$ cat src/spi_page_select_pkg.sv
// constants and carrier types shared by the page-select and prescaler logic
`default_nettype none
package spi_page_select_pkg;
    // ----------------------------------------------------------------
    // bus widths
    // ----------------------------------------------------------------
    localparam int ADDR_W = 10;
    localparam int DATA_W = 16;
    localparam int PAGE_W = 3;
    localparam int CORE_DIV_W = 6;
    localparam int OFS_DIV_W = 8;

    // ----------------------------------------------------------------
    // register addresses and reset values
    // ----------------------------------------------------------------
    localparam logic [ADDR_W-1:0] PAGE_SELECT_ADDR = 10'h3FF;
    localparam logic [ADDR_W-1:0] CORE_DIV_ADDR = 10'h1C0;
    localparam logic [ADDR_W-1:0] OFS_DIV_ADDR = 10'h1C4;
    localparam logic [PAGE_W-1:0] PAGE_RESET = 3'h0;
    localparam logic [CORE_DIV_W-1:0] CORE_DIV_RESET = 6'h00;
    localparam logic [OFS_DIV_W-1:0] OFS_DIV_RESET = 8'h00;

    // ----------------------------------------------------------------
    // page-select fields and values
    // ----------------------------------------------------------------
    localparam int COMMON_PAGE_BIT = 2;
    localparam int CODE_RAM_TWO_BIT = 1;
    localparam int CODE_RAM_ONE_BIT = 0;
    localparam logic [PAGE_W-1:0] PAGE_NONE = 3'h0;
    localparam logic [PAGE_W-1:0] PAGE_CODE_ONE = 3'h1;
    localparam logic [PAGE_W-1:0] PAGE_CODE_TWO = 3'h2;
    localparam logic [PAGE_W-1:0] PAGE_CODE_BOTH = 3'h3;
    localparam logic [PAGE_W-1:0] PAGE_COMMON = 3'h4;

    // ----------------------------------------------------------------
    // common-page address map, inclusive ranges
    // ----------------------------------------------------------------
    localparam logic [ADDR_W-1:0] DRAM_ONE_FIRST = 10'h000;
    localparam logic [ADDR_W-1:0] DRAM_ONE_LAST = 10'h07F;
    localparam logic [ADDR_W-1:0] DRAM_TWO_FIRST = 10'h080;
    localparam logic [ADDR_W-1:0] DRAM_TWO_LAST = 10'h0FF;
    localparam logic [ADDR_W-1:0] CFG_ONE_FIRST = 10'h100;
    localparam logic [ADDR_W-1:0] CFG_ONE_LAST = 10'h13F;
    localparam logic [ADDR_W-1:0] CFG_TWO_FIRST = 10'h140;
    localparam logic [ADDR_W-1:0] CFG_TWO_LAST = 10'h17F;
    localparam logic [ADDR_W-1:0] IO_CFG_FIRST = 10'h180;
    localparam logic [ADDR_W-1:0] IO_CFG_LAST = 10'h1BF;
    localparam logic [ADDR_W-1:0] MAIN_CFG_FIRST = 10'h1C0;
    localparam logic [ADDR_W-1:0] MAIN_CFG_LAST = 10'h1FF;
    localparam logic [ADDR_W-1:0] DIAG_CFG_FIRST = 10'h200;
    localparam logic [ADDR_W-1:0] DIAG_CFG_LAST = 10'h3FE;

    // ----------------------------------------------------------------
    // operating-mode thresholds on the core divider field
    // ----------------------------------------------------------------
    localparam logic [CORE_DIV_W-1:0] SINGLE_CORE_MIN_DIV = 6'h01;
    localparam logic [CORE_DIV_W-1:0] DUAL_CORE_MIN_DIV = 6'h03;

    // ----------------------------------------------------------------
    // cipher keystream, values arbitrary
    // ----------------------------------------------------------------
    localparam logic [DATA_W-1:0] CIPHER_SEED = 16'hA5C3;
    localparam logic [DATA_W-1:0] CIPHER_TAPS = 16'hB400;

    // ----------------------------------------------------------------
    // area selects
    // ----------------------------------------------------------------
    localparam int AREA_DATA_RAM = 0;
    localparam int AREA_CODE_RAM = 1;
    localparam int AREA_CFG = 2;

    typedef struct packed {
        logic [2:0] channel_one_area_selects;
        logic [2:0] channel_two_area_selects;
        logic main_cfg;
        logic io_cfg;
        logic diag_cfg;
    } area_sel_s;

    localparam area_sel_s AREA_NONE = '{3'h0, 3'h0, 1'b0, 1'b0, 1'b0};
endpackage
`default_nettype wire

$ cat src/spi_page_select_and_prescalers.sv
// page selection, area decode, code decryption and clock prescalers
`default_nettype none
module spi_page_select_and_prescalers
    import spi_page_select_pkg::*;
(
    input wire logic I_SYS_CLK,
    input wire logic I_RST,
    input wire logic I_SPI_WR,
    input wire logic I_SPI_RD,
    input wire logic [ADDR_W-1:0] I_SPI_ADDR,
    input wire logic [DATA_W-1:0] I_SPI_WDATA,
    output area_sel_s O_AREA_SEL,
    output logic O_AREA_WR,
    output logic O_AREA_RD,
    output logic [ADDR_W-1:0] O_AREA_ADDR,
    output logic [DATA_W-1:0] O_AREA_WDATA,
    output logic [DATA_W-1:0] O_CODE_WDATA,
    output logic [DATA_W-1:0] O_RDATA,
    output logic O_RVALID,
    output logic [PAGE_W-1:0] O_PAGE,
    output logic O_CORE_CLOCK_EN,
    output logic O_OFFSET_COMP_CLOCK_EN,
    output logic O_SINGLE_CORE_OK,
    output logic O_DUAL_CORE_OK,
    output logic O_FLAG_DRIVE_OK
);
    // ----------------------------------------------------------------
    // decode helpers
    // ----------------------------------------------------------------
    function automatic logic in_range(input logic [ADDR_W-1:0] a, input logic [ADDR_W-1:0] first,
                                      input logic [ADDR_W-1:0] last);
        in_range = (a >= first) && (a <= last);
    endfunction

    function automatic logic is_code_page(input logic [PAGE_W-1:0] p);
        is_code_page = !p[COMMON_PAGE_BIT] && (p != PAGE_NONE);
    endfunction

    // ----------------------------------------------------------------
    // state
    // ----------------------------------------------------------------
    logic [PAGE_W-1:0] page_select;
    logic [CORE_DIV_W-1:0] core_divider_field;
    logic [OFS_DIV_W-1:0] offset_divider_field;
    logic [PAGE_W-1:0] next_page;
    logic page_hit;
    logic page_wr;
    logic local_hit;
    logic access_ok;
    logic read_ok;
    logic code_wr;
    logic cipher_restart;
    logic accept;
    area_sel_s next_area;
    logic [DATA_W-1:0] local_rdata;

    assign page_hit = (I_SPI_ADDR == PAGE_SELECT_ADDR);
    assign page_wr = I_SPI_WR && page_hit;

    always_comb
    begin
        if (I_SPI_WDATA[COMMON_PAGE_BIT])
            next_page = PAGE_COMMON;
        else
            next_page = {1'b0, I_SPI_WDATA[CODE_RAM_TWO_BIT], I_SPI_WDATA[CODE_RAM_ONE_BIT]};
    end

    always_ff @(posedge I_SYS_CLK)
    begin
        if (I_RST)
            page_select <= PAGE_RESET;
        else if (page_wr)
            page_select <= next_page;
    end

    assign access_ok = (page_select != PAGE_NONE) && !page_hit;
    assign read_ok = access_ok && (page_select != PAGE_CODE_BOTH);
    // refused requests leave the held address and data untouched
    assign accept = (I_SPI_WR && access_ok) || (I_SPI_RD && read_ok);

    // ----------------------------------------------------------------
    // area decode
    // ----------------------------------------------------------------
    // one-hot area selects, except PAGE_CODE_BOTH which sets both code RAM selects
    always_comb
    begin
        next_area = AREA_NONE;
        case (page_select)
            PAGE_CODE_ONE:
                next_area.channel_one_area_selects[AREA_CODE_RAM] = 1'b1;
            PAGE_CODE_TWO:
                next_area.channel_two_area_selects[AREA_CODE_RAM] = 1'b1;
            PAGE_CODE_BOTH:
            begin
                next_area.channel_one_area_selects[AREA_CODE_RAM] = 1'b1;
                next_area.channel_two_area_selects[AREA_CODE_RAM] = 1'b1;
            end
            PAGE_COMMON:
            begin
                next_area.channel_one_area_selects[AREA_DATA_RAM] =
                    in_range(I_SPI_ADDR, DRAM_ONE_FIRST, DRAM_ONE_LAST);
                next_area.channel_two_area_selects[AREA_DATA_RAM] =
                    in_range(I_SPI_ADDR, DRAM_TWO_FIRST, DRAM_TWO_LAST);
                next_area.channel_one_area_selects[AREA_CFG] =
                    in_range(I_SPI_ADDR, CFG_ONE_FIRST, CFG_ONE_LAST);
                next_area.channel_two_area_selects[AREA_CFG] =
                    in_range(I_SPI_ADDR, CFG_TWO_FIRST, CFG_TWO_LAST);
                next_area.io_cfg = in_range(I_SPI_ADDR, IO_CFG_FIRST, IO_CFG_LAST);
                // prescaler registers live here and are not forwarded
                next_area.main_cfg = in_range(I_SPI_ADDR, MAIN_CFG_FIRST, MAIN_CFG_LAST) && !local_hit;
                next_area.diag_cfg = in_range(I_SPI_ADDR, DIAG_CFG_FIRST, DIAG_CFG_LAST);
            end
            default:
                next_area = AREA_NONE;
        endcase
    end

    assign local_hit = (page_select == PAGE_COMMON) &&
                       ((I_SPI_ADDR == CORE_DIV_ADDR) || (I_SPI_ADDR == OFS_DIV_ADDR));

    // ----------------------------------------------------------------
    // area strobes, one cycle after the request
    // ----------------------------------------------------------------
    always_ff @(posedge I_SYS_CLK)
    begin
        if (I_RST)
        begin
            O_AREA_SEL <= AREA_NONE;
            O_AREA_WR <= 1'b0;
            O_AREA_RD <= 1'b0;
        end
        else
        begin
            O_AREA_WR <= I_SPI_WR && access_ok && !local_hit;
            O_AREA_RD <= I_SPI_RD && read_ok && !local_hit;
            if (accept)
                O_AREA_SEL <= next_area;
            else
                O_AREA_SEL <= AREA_NONE;
        end
    end

    // request copy held until the next accepted access
    always_ff @(posedge I_SYS_CLK)
    begin
        if (I_RST)
        begin
            O_AREA_ADDR <= '0;
            O_AREA_WDATA <= '0;
        end
        else if (accept)
        begin
            O_AREA_ADDR <= I_SPI_ADDR;
            O_AREA_WDATA <= I_SPI_WDATA;
        end
    end

    // ----------------------------------------------------------------
    // code decryption
    // ----------------------------------------------------------------
    // storing zero or four leaves the keystream where it stood
    // restart on code page write
    assign cipher_restart = page_wr && is_code_page(next_page);
    assign code_wr = I_SPI_WR && access_ok && is_code_page(page_select);

    code_cipher u_cipher (
        .i_clk(I_SYS_CLK),
        .i_rst(I_RST),
        .i_restart(cipher_restart),
        .i_advance(code_wr),
        .i_data(I_SPI_WDATA),
        .o_data(O_CODE_WDATA)
    );

    // ----------------------------------------------------------------
    // prescaler registers, on the system clock
    // ----------------------------------------------------------------
    // register file on system clock
    always_ff @(posedge I_SYS_CLK)
    begin
        if (I_RST)
        begin
            core_divider_field <= CORE_DIV_RESET;
            offset_divider_field <= OFS_DIV_RESET;
        end
        else if (I_SPI_WR && local_hit)
        begin
            if (I_SPI_ADDR == CORE_DIV_ADDR)
                core_divider_field <= I_SPI_WDATA[CORE_DIV_W-1:0];
            else
                offset_divider_field <= I_SPI_WDATA[OFS_DIV_W-1:0];
        end
    end

    // ----------------------------------------------------------------
    // local read-back
    // ----------------------------------------------------------------
    always_comb
    begin
        local_rdata = '0;
        if (page_hit)
            local_rdata[PAGE_W-1:0] = page_select;
        else if (I_SPI_ADDR == CORE_DIV_ADDR)
            local_rdata[CORE_DIV_W-1:0] = core_divider_field;
        else
            local_rdata[OFS_DIV_W-1:0] = offset_divider_field;
    end

    // page register read on any page
    always_ff @(posedge I_SYS_CLK)
    begin
        if (I_RST)
        begin
            O_RDATA <= '0;
            O_RVALID <= 1'b0;
        end
        else
        begin
            O_RVALID <= I_SPI_RD && (page_hit || local_hit);
            if (I_SPI_RD && (page_hit || local_hit))
                O_RDATA <= local_rdata;
        end
    end

    always_ff @(posedge I_SYS_CLK)
    begin
        if (I_RST)
            O_PAGE <= PAGE_RESET;
        else if (page_wr)
            O_PAGE <= next_page;
    end

    // ----------------------------------------------------------------
    // prescalers
    // ----------------------------------------------------------------
    // core enable, divide by field plus one
    // channel blocks gated by this enable
    clock_prescaler #(
        .W(CORE_DIV_W)
    ) u_core_prescaler (
        .i_clk(I_SYS_CLK),
        .i_rst(I_RST),
        .i_ratio(core_divider_field),
        .o_tick(O_CORE_CLOCK_EN)
    );

    // offset enable, divide by field plus one
    clock_prescaler #(
        .W(OFS_DIV_W)
    ) u_offset_prescaler (
        .i_clk(I_SYS_CLK),
        .i_rst(I_RST),
        .i_ratio(offset_divider_field),
        .o_tick(O_OFFSET_COMP_CLOCK_EN)
    );

    // ----------------------------------------------------------------
    // operating modes allowed by the core divider
    // ----------------------------------------------------------------
    // enable levels only; the cores that obey them sit elsewhere
    // divider thresholds for modes
    always_ff @(posedge I_SYS_CLK)
    begin
        if (I_RST)
        begin
            O_SINGLE_CORE_OK <= 1'b0;
            O_DUAL_CORE_OK <= 1'b0;
            O_FLAG_DRIVE_OK <= 1'b0;
        end
        else
        begin
            O_SINGLE_CORE_OK <= core_divider_field >= SINGLE_CORE_MIN_DIV;
            O_FLAG_DRIVE_OK <= core_divider_field >= SINGLE_CORE_MIN_DIV;
            O_DUAL_CORE_OK <= core_divider_field >= DUAL_CORE_MIN_DIV;
        end
    end
endmodule
`default_nettype wire

$ cat src/clock_prescaler.sv
// counter prescaler emitting a one-cycle enable every ratio+1 system clocks
`default_nettype none
module clock_prescaler #(
    parameter int W = 6
) (
    input wire logic i_clk,
    input wire logic i_rst,
    input wire logic [W-1:0] i_ratio,
    output logic o_tick
);
    logic [W-1:0] count;
    logic [W-1:0] ratio;

    // ----------------------------------------------------------------
    // count and wrap
    // ----------------------------------------------------------------
    // new ratio at wrap
    always_ff @(posedge i_clk)
    begin
        if (i_rst)
        begin
            count <= '0;
            ratio <= '0;
            o_tick <= 1'b0;
        end
        else if (count >= ratio)
        begin
            count <= '0;
            ratio <= i_ratio;
            o_tick <= 1'b1;
        end
        else
        begin
            count <= count + W'(1);
            o_tick <= 1'b0;
        end
    end
endmodule
`default_nettype wire

$ cat src/code_cipher.sv
// keystream decryption of code words, restartable from its seed
`default_nettype none
module code_cipher
    import spi_page_select_pkg::*;
(
    input wire logic i_clk,
    input wire logic i_rst,
    input wire logic i_restart,
    input wire logic i_advance,
    input wire logic [DATA_W-1:0] i_data,
    output logic [DATA_W-1:0] o_data
);
    logic [DATA_W-1:0] key;

    // ----------------------------------------------------------------
    // keystream state
    // ----------------------------------------------------------------
    // restart from seed
    always_ff @(posedge i_clk)
    begin
        if (i_rst || i_restart)
            key <= CIPHER_SEED;
        else if (i_advance)
            key <= {1'b0, key[DATA_W-1:1]} ^ (key[0] ? CIPHER_TAPS : '0);
    end

    always_ff @(posedge i_clk)
    begin
        if (i_rst)
            o_data <= '0;
        else if (i_advance)
            o_data <= i_data ^ key;
    end
endmodule
`default_nettype wire

$ cat config.mk
export PLATFORM = sky130hd
export DESIGN_NAME = spi_page_select_and_prescalers
export DESIGN_NICKNAME = d
export VERILOG_FILES = /design/src/spi_page_select_pkg.sv /design/src/spi_page_select_and_prescalers.sv /design/src/clock_prescaler.sv /design/src/code_cipher.sv
export SDC_FILE = /design/constraint.sdc
export NUM_CORES = 1
export LEC_CHECK = 0
export BUFFER_PORTS_ARGS = -buffer_cell sky130_fd_sc_hd__buf_2
export CAP_MARGIN = 25
export CORE_ASPECT_RATIO = 2
export CORE_UTILIZATION = 59
export DETAILED_ROUTE_END_ITERATION = 10
export MAX_ROUTING_LAYER = met4
export PLACE_DENSITY = 0.85
export SLEW_MARGIN = 5
export SYNTH_ARGS = -nofsm -noshare
export SYNTH_HDL_FRONTEND = slang
export SYNTH_HIERARCHICAL = 1
export SYNTH_SLANG_ARGS = --single-unit
$ cat constraint.sdc
create_clock -name I_SYS_CLK -period 6.2 [get_ports I_SYS_CLK]
set_input_delay 1.24 -clock I_SYS_CLK [delete_from_list [all_inputs] [get_ports I_SYS_CLK]]
set_output_delay 1.24 -clock I_SYS_CLK [all_outputs]
set_load 0.05 [all_outputs]
Word level (Yosys, flattened, before mapping)
Cells that the tools add are included.
Widths: inputs -> output; s select.
- output and inout bits: 78
- register bits after elaboration: 127
- bits of input ports: 30
- word-level logic and storage cells: 109
- bitwise logic cells: 5
- add/sub/neg operators: 2
- equality and inequality tests: 8
- multiplexer cells: 10
- reduce and logical (&&, ||, !) cells: 40
- order comparisons: 18
- operator list (kind ; count):
    $ge 10x9->1 const B ; 4
    $le 10x9->1 const B ; 4
    $logic_and 1x1->1 ; 22
    $eq 10x9->1 const B ; 2
    $mux 16 ; 1
    $xor 15x16->16 ; 1
    $xor 16x16->16 ; 1
    $eq 10x10->1 const B ; 1
    $ge 10x1->1 const B ; 1
    $ge 10x10->1 const B ; 1
    $ge 10x8->1 const B ; 1
    $le 10x10->1 const B ; 1
    $le 10x7->1 const B ; 1
    $le 10x8->1 const B ; 1
    $reduce_or 2->1 ; 5
    $add 8x1->8 const B ; 1
    $ge 8x8->1 ; 1
    $add 6x1->6 const B ; 1
    $eq 3x2->1 const B ; 2
    $ge 6x1->1 const B ; 1
    $ge 6x2->1 const B ; 1
    $ge 6x6->1 ; 1
    $mux 3 ; 2
    $mux 6 ; 1
    12 further kinds ; 25

Depth between registers and ports, before layout
Gate-level depths: netlist of the first run.
- depth in word-level cells: 8
- mapped depth: 8

Cells and area by module
The synthesis of the first run kept the hierarchy.
- by module, submodules not included (module ; instances ; seq. area each (um^2) ; cells each ; area an instance (um^2)):
    spi_page_select_and_prescalers ; 1 ; 1301.2 ; 289 ; 2580.0
    code_cipher ; 1 ; 640.6 ; 127 ; 1306.3
    clock_prescaler at u_offset_prescaler ; 1 ; 340.3 ; 96 ; 897.1
    clock_prescaler at u_core_prescaler ; 1 ; 260.2 ; 59 ; 618.1

Worst setup path after synthesis of the first run
Ideal clock, no wire load.
- path kind: input to register
- from: in I_SPI_ADDR[2]
- to: reg u_cipher.key[11]
- library setup time: 0.116 ns
- cell stages on the path: 8
- slack: 3.151 ns
- path buffers: 2
- arrival: 2.932 ns
- cell sequence: nand4_1 nor4_2 clkbuf_1 nand2_1 nor3_1 or2_1 buf_2 nor2_1
- elaborated cells on any way between the ends: 8
- those cells by class: eq/ne (1); reduce/logical (7)
- RTL lines (item ; RTL line ; text):
    start: declaration ; spi_page_select_and_prescalers.sv:10 ; input wire logic [ADDR_W-1:0] I_SPI_ADDR,
    $eq 10x10->1 ; spi_page_select_and_prescalers.sv:57 ; assign page_hit = (I_SPI_ADDR == PAGE_SELECT_ADDR);
    $logic_and 1x1->1 ; spi_page_select_and_prescalers.sv:58 ; assign page_wr = I_SPI_WR && page_hit;
    $logic_and 1x1->1 ; spi_page_select_and_prescalers.sv:163 ; assign cipher_restart = page_wr && is_code_page(next_page);
    named net cipher_restart ; spi_page_select_and_prescalers.sv:52 ; logic cipher_restart;
    $logic_or 1x1->1 ; code_cipher.sv:21 ; if (i_rst || i_restart)
    end signal: assignment ; code_cipher.sv:24 ; key <= {1'b0, key[DATA_W-1:1]} ^ (key[0] ? CIPHER_TAPS : '0);
    end: declaration ; code_cipher.sv:13 ; logic [DATA_W-1:0] key;
The timed path passes the listed nets, and every way through them passes these cells.
A chain may end at the register's enable or synchronous reset.

Worst setup path after layout of the first run
- from: in I_SPI_ADDR[7]
- to: reg u_cipher.key[5]
Same word-level chain as after synthesis.

==> impl.org, run 1 <==
** CTS
- Hold buffer count at cts :: 0
- Number of setup buffers added after CTS :: 0
- Quantity of gates resized following cts :: 0
- TritonCTS clock tree :: done
- The cell sitting at the root of the clock tree is a sky130_fd_sc_hd__clkbuf_16.
- Worst skew pair latency :: 0.42 ns
- The clock passes through at most 2 buffers.
- TritonCTS created 17 clock buffers.
- Depth of the CTS H-tree :: 4
- Number of sinks handled by clock tree synthesis :: 127
- Clock transition at the registers of the reported paths :: 0.06 ns

** Status
- Result of the run :: completed

** Routing
- Vias :: 4491
- The first routing iteration left 204 violations.
- Once detail routing completed, the nets flagged for antenna violations numbered 0.
- Detailed-route wire length :: 13700 um
- Post-route DRC violation count :: 0
- Dividing the detail-routed via count by the number of cells gives 5.77.
- After detailed routing, the average wire length per cell comes to 17.6 um.
- Count of TritonRoute iterations in the first routing pass :: 6

** Floorplan
- Initial core utilization :: 60.3%
- Die height :: 137 um
- The floorplan has 49 rows.
- Horizontal die dimension :: 69.7 um
- Number of top-level pins :: 108
- Area of the die :: 0.00956 mm2
- Placeable core region :: 0.00895 mm2

** Synth
- The Yosys step of the flow raised 6 warnings.
- Sequential fraction of the synthesis area :: 47.1%
- Each instance of the synthesized netlist takes up on average 9.46 um2.
- Fraction of synthesized cell area taken by the top area cell type :: 47.1%
- Async set-reset flop share out of synthesis :: 0%
- Counting instances in the post-synthesis netlist gives the leading cell types as sky130_fd_sc_hd__dfxtp_1 (127), sky130_fd_sc_hd__nand2_1 (77), sky130_fd_sc_hd__nor2_1 (57), sky130_fd_sc_hd__mux2i_1 (41), sky130_fd_sc_hd__a21oi_1 (40).
- In this run the cell area of the synthesized design comes to 0.00540 mm2.
- Prevailing post-synth register cell :: sky130_fd_sc_hd__dfxtp_1
- Count of state elements after synthesis :: 127
- Syn Inst Count :: 571
- Count of flip-flops with a built-in enable after synthesis :: 0
- After synthesis, the netlist uses 53 different library cells.
- Area contributors post-synth :: sky130_fd_sc_hd__dfxtp_1 (47%), sky130_fd_sc_hd__mux2i_1 (7.6%), sky130_fd_sc_hd__nand2_1 (5.4%)
- Most repeated cell in the gate-level netlist after synthesis :: sky130_fd_sc_hd__dfxtp_1
- Leading area contributor after synthesis :: sky130_fd_sc_hd__dfxtp_1

** Timing
- Setup violations remaining at the end of the flow were counted as 0.
- Worst rel slew slack :: 32.7%
- After layout, the worst path uses 48.4% of the clock period.
- The final-report hold violation count was 0.
- Clock Skews :: 0.00851 ns
- For the pin with the worst max-slew slack, the measured transition is 1.01 ns.
- Final min period :: 3.00 ns
- For this run, the top clock speed supported by timing is 333 MHz.
- Slew Viols, Final :: 0
- In the final timing run, aggregate negative setup slack is 0 ns.
- Setup repair after global routing left no endpoint under its margin.

** Layout
- Relative to the synthesized area, the layout overhead comes to 19.2%.
- Number of nets at the end of the flow :: 709
- Post-layout util :: 72.0%
- Final instance count without filler cells :: 778
- Fraction of final layout cells sized beyond drive strength 1 :: 23.8%
- Antenna Cells :: 0
- Multi-input combinational cell area :: 0.00259 mm2
- Register area :: 0.00254 mm2
- Counting the fill cells in the layout gives 646.

** Global route
- Sum of overflow across all layers after global routing :: 0
- Vias in the first global route :: 4493
- Global-route usage over all layers :: 30.2%
- Entering global routing, the biggest net connects 104 pins.
- The number of antenna violations at the first check in global routing was 0.
- Wire length of the first global-routing pass :: 21500 um

** Placement
- Post-detail-place hpwl :: 9350 um
- Buffers placed on the I/O ports in this run total 99.
- Placed cell count :: 744
- Placer's final routability congestion estimate :: 0.989

** Flow run
- The tool flagged a number of max-cap violations equal to 0.

** Critical path
- Critical path endpoint category :: flip-flop
- The setup path with the least slack is of type input port to flip-flop.
- Element type at the critical path start :: input port
- At the worst endpoint, the required time is 6.49 ns.
- Largest fanout on the critical path :: 12
- Data arrives at the worst endpoint at 3.29 ns.

** Pwr
- Summed over all cells, the static leakage comes to 2.66 nW.
- VDD sags by at most 229 uV.
- For this design the ratio of total power to cell area is 284 mW/mm2.

** Worst hold path
- In this run the worst hold path is classified as flip-flop to flip-flop.
-- logic make-up after synthesis --
| logic type | synth area share (%) |
|---|---|
| flip-flops | 47.1 |
| AO/OA/AOI/OAI | 10.9 |
| multiplexers | 7.60 |
| adder cells (fa/ha/maj) | 3.71 |
| XOR/XNOR | 4.86 |
| AND/OR/NAND/NOR | 20.2 |
| other | 0.0694 |
| buffers and inverters | 5.58 |
-- sequential cells by signal, indices dropped and copies added (netlist names), 3 cells and up --
| name | flops |
|---|---|
| offset_divider_field | 8 |
| u_core_prescaler/ratio | 6 |
| u_core_prescaler/count | 6 |
| O_AREA_ADDR | 10 |
| core_divider_field | 6 |
| u_offset_prescaler/count | 8 |
| u_cipher/key | 16 |
| O_AREA_SEL | 9 |
| u_offset_prescaler/ratio | 8 |
| O_PAGE | 3 |
| O_AREA_WDATA | 16 |
| u_cipher/o_data | 16 |
| O_RDATA | 8 |
-- power breakdown --
| part | switching (W) | internal [W] |
|---|---|---|
| Sequential | 0.000000182 | 0.000817 |
| Clock | 0.000381 | 0.000566 |
| Combinational | 0.0000494 | 0.0000176 |
-- per-stage QoR --
step	hold slack [ns]	total power, W	setup slack, ns	cell area [um2]
after CTS	0.451	0.00184	2.77	6420
after global routing	0.478	0.00188	3.04	6440
after floorplan	0.430	0.000878	3.15	5430
final	0.453	0.00183	3.20	6440
after detailed placement	0.443	0.000900	2.42	5850
after global placement	0.441	0.000899	2.57	5840
-- cells in the final DEF (no fill, tap or decap), types with 17 or more instances in the layout --
| master | instances |
|---|---|
| sky130_fd_sc_hd__nand2_1 | 77 |
| sky130_fd_sc_hd__nor2_1 | 57 |
| sky130_fd_sc_hd__nand2b_1 | 19 |
| sky130_fd_sc_hd__buf_2 | 99 |
| sky130_fd_sc_hd__a211oi_1 | 19 |
| sky130_fd_sc_hd__dfxtp_1 | 127 |
| sky130_fd_sc_hd__clkbuf_16 | 17 |
| sky130_fd_sc_hd__xnor2_1 | 25 |
| sky130_fd_sc_hd__mux2i_1 | 41 |
| sky130_fd_sc_hd__a21oi_1 | 40 |
-- path summary, 6_finish.rpt --
path	slack, ns	startpoint	endpoint	depth (start not counted)
worst min-delay path	0.45	O_AREA_WDATA[4]$_SDFFE_PP0N_	O_AREA_WDATA[4]$_SDFFE_PP0N_	2
worst max register to register	3.85	O_PAGE[2]$_SDFFE_PP0P_	offset_divider_field[3]$_SDFFE_PP0P_	5
worst min register to register	0.45	O_AREA_WDATA[4]$_SDFFE_PP0N_	O_AREA_WDATA[4]$_SDFFE_PP0N_	2
worst max-delay path	3.20	I_SPI_ADDR[7]	u_cipher/key[5]$_SDFFE_PP0P_	8
-- critical path, cell delays in order --
cell,delay (ns)
sky130_fd_sc_hd__buf_2,0.15
sky130_fd_sc_hd__nand3_2,0.20
sky130_fd_sc_hd__nor4_2,0.31
sky130_fd_sc_hd__clkbuf_4,0.29
sky130_fd_sc_hd__nand2_1,0.13
sky130_fd_sc_hd__nor3_1,0.49
sky130_fd_sc_hd__or2_1,0.36
sky130_fd_sc_hd__nor2_1,0.12
-- routing by layer --
metal,track usage (%),wire length [um],vias up
met3,6.88,505,59
met1,26.3,4650,2148
met2,56.0,7730,170
met4,21.6,796,0
li1,-,-,2114
met5,-,0,-
-- cell type report --
type                    count  share of cell area, %
well taps                 102                   1.98
clock buffers              18                   6.82
inverters                  16                  0.932
repair buffers            105                   8.51
clock inverters            14                   2.08
multi-input cells         396                   40.2
flip-flops and latches    127                   39.5
Note: power is estimated with default switching activity, not from simulation.
==> run 2, diff against run 1 <==
- CORE_UTILIZATION: 59 -> 49
- PLACE_DENSITY: 0.85 -> 0.75
- clock period: 6.2 -> 2.5 ns (I/O delays scaled with it)
==> impl.org, run 2 (same netlist as run 1, synthesis figures left out) <==
** Routing
- Average routed wire per standard cell :: 16.4 um
- Via density :: 5.34
- Detailed-route wire length :: 13400 um
- The pre-antenna-repair detailed-routing pass consisted of 4 iterations.
- Vias :: 4372
- Post-route DRC violation count :: 0
- For this block, the initial DRC count from the detailed router was 159.
- Once detail routing completed, the nets flagged for antenna violations numbered 0.

** Critical path
- Element type at the critical path start :: flip-flop
- STA puts the critical path data required time at 2.83 ns.
- Category of the most critical setup path :: flip-flop to flip-flop
- Depth of the most critical reg-to-reg path :: 7
- Worst-path cell chain :: inv_1, ha_1, nand2b_4, a2111o_1, a31oi_1, buf_4, mux2i_1
- Worst r2r src :: u_offset_prescaler/count[0]$_SDFF_PP0_
- Of all nets on the critical path, the largest fanout is 9.
- Worst setup slack for register-to-register paths :: 0.43 ns
- The worst setup path is captured at a flip-flop.
- Slowest cell on the critical path :: sky130_fd_sc_hd__a2111o_1
- For the worst setup path, the data arrival time is 2.40 ns.
- End of the worst register-to-register path :: u_offset_prescaler/ratio[0]$_SDFFE_PP0P_
- On the worst path, the slowest cell contributes a delay of 0.42 ns.

** Timing
- Slew Viols, Final :: 0
- Total Neg Setup Slack :: 0 ns
- On the final layout, the worst clock skew is 0.00761 ns.
- Timing would allow up to 482 MHz.
- The final-report hold violation count was 0.
- Setup repair after global routing missed its margin :: no
- Final min period :: 2.07 ns
- Total of endpoints with negative setup slack in the final report :: 0
- Final critical-path share of the clock period :: 83.0%

** Floorplan
- Area of the die :: 0.0115 mm2
- Horizontal die dimension :: 76.2 um
- Placeable core region :: 0.0106 mm2
- Pin placement for this block handled 108 I/O pins.
- Die height :: 150 um
- Initial core utilization :: 50.9%
- Row count :: 53

** CTS
- Number of sinks handled by clock tree synthesis :: 127
- TritonCTS built the clock tree.
- Clock latency on the worst-skew pair, taken at its later pin, is 0.41 ns.
- In this run the deepest clock path goes through 2 buffers.
- After clock tree synthesis, the clock-pin slew on the worst setup and hold paths is 0.06 ns.
- In this run the clock root is driven by a sky130_fd_sc_hd__clkbuf_16.
- Post-CTS timing repair inserted 0 buffers for setup.
- Number of CTS-inserted buffers :: 17
- Quantity of gates resized following cts :: 0
- Hold buffer count at cts :: 0
- The H-tree was split into 4 levels.

** Pwr
- For this design the ratio of total power to cell area is 714 mW/mm2.
- Max IR drop VDD :: 765 uV
- Leakage component of the power :: 2.70 nW

** Worst hold path
- Startpoint of the tightest hold check path :: I_SPI_ADDR[8]
- The worst hold path terminates at O_AREA_SEL[6]$_SDFF_PP0_.
- The tightest min-delay check is of the input port to flip-flop type.
- The worst hold path was traced through 2 stages.

** Placement
- Detailed placement ended at an HPWL of 9870 um.
- The congestion estimate from routability-driven global placement came to 0.958.
- Count of buffers inserted at the top-level ports :: 99

** Layout
- Number of nets at the end of the flow :: 714
- The library cell used most frequently in the layout, excluding fill and tap cells, is sky130_fd_sc_hd__dfxtp_1.
- The top cell types in the final layout, fill and taps aside, are sky130_fd_sc_hd__dfxtp_1 (127), sky130_fd_sc_hd__buf_2 (99), sky130_fd_sc_hd__nand2_1 (77), sky130_fd_sc_hd__nor2_1 (57), sky130_fd_sc_hd__mux2i_1 (41).
- In the final layout, the share of cells above drive strength 1 is 24.2%.
- Antenna Cells :: 0
- For this run, the share of the core covered by cells in the final layout is 62.0%.
- Area overhead of the layout relative to synthesis :: 21.7%
- Largest registers ranked by flip-flop count :: O_AREA_WDATA x16, u_cipher/key x16, u_cipher/o_data x16

** Global route
- After global routing the overflow that remains totals 0.
- Antenna violations before repair :: 0
- Largest net degree at the start of global routing :: 52
- The first global-routing pass estimated 21000 um of wire.
- In the global route stage, overall resource usage came out at 24.7%.
- The via count of the first global-routing pass is 4400.

** Status
- The flow ran to the end, and the final reports show no timing, DRC or antenna violations.

** Flow run
- Total of max-cap violations :: 0
[run 2: metrics by stage]
stage / cell area (um2) / hold slack [ns] / setup slack (ns) / instances / power [W]
2_1_floorplan: 5430 / 0.430 / 0.191 / 578 / 0.00218
3_3_place_gp: 5970 / 0.441 / 0.265 / 786 / 0.00223
3_5_place_dp: 5970 / 0.445 / 0.177 / 786 / 0.00223
4_1_cts: 6570 / 0.311 / 0.469 / 818 / 0.00472
5_1_grt: 6570 / 0.307 / 0.405 / 818 / 0.00483
6_report: 6570 / 0.322 / 0.426 / 818 / 0.00470
[run 2: worst max path at each step]
stage	slack (ns)	endpoint	startpoint
floorplan	0.19	u_cipher/key[11]$_SDFFE_PP0P_	I_SPI_ADDR[2]
global placement	0.26	O_RDATA[1]$_SDFFE_PP0P_	I_SPI_ADDR[0]
detailed placement	0.18	O_RDATA[0]$_SDFFE_PP0P_	I_SPI_ADDR[0]
CTS	0.47	u_offset_prescaler/ratio[0]$_SDFFE_PP0P_	u_offset_prescaler/count[0]$_SDFF_PP0_
global route	0.41	u_offset_prescaler/ratio[0]$_SDFFE_PP0P_	u_offset_prescaler/count[0]$_SDFF_PP0_
finish	0.43	u_offset_prescaler/ratio[0]$_SDFFE_PP0P_	u_offset_prescaler/count[0]$_SDFF_PP0_
[run 2: layer usage]
metal | up-vias | global-route usage [%] | wire length [um]
met5 | - | - | 0
met4 | 0 | 14.7 | 582
met3 | 31 | 5.03 | 440
met2 | 118 | 48.6 | 7810
met1 | 2095 | 21.0 | 4590
li1 | 2128 | - | -
[run 2: where the power goes]
group	total, W	internal (W)	switching, W	leakage [nW]
sequential	0.00203	0.00203	0.000000429	1.02
combinational	0.000166	0.0000465	0.000119	1.40
clock	0.00250	0.00159	0.000910	0.282
[run 2: layout make-up]
| type | count | area [um2] |
|---|---|---|
| fillers | 914 | 4040 |
| multi-input cells | 396 | 2590 |
| flip-flops and latches | 127 | 2540 |
| repair buffers | 110 | 603 |
| clock buffers | 19 | 443 |
| well taps | 137 | 171 |
| clock inverters | 13 | 164 |
| inverters | 16 | 60.1 |
[run 2: critical path, delay by kind of cell (launching register included)]
kind | cells | cell delay [ns]
mux | 1 | 0.23
buf+inv | 2 | 0.31
simple gates | 1 | 0.14
flops | 1 | 0.37
compound gates | 2 | 0.67
fa+ha+maj | 1 | 0.28
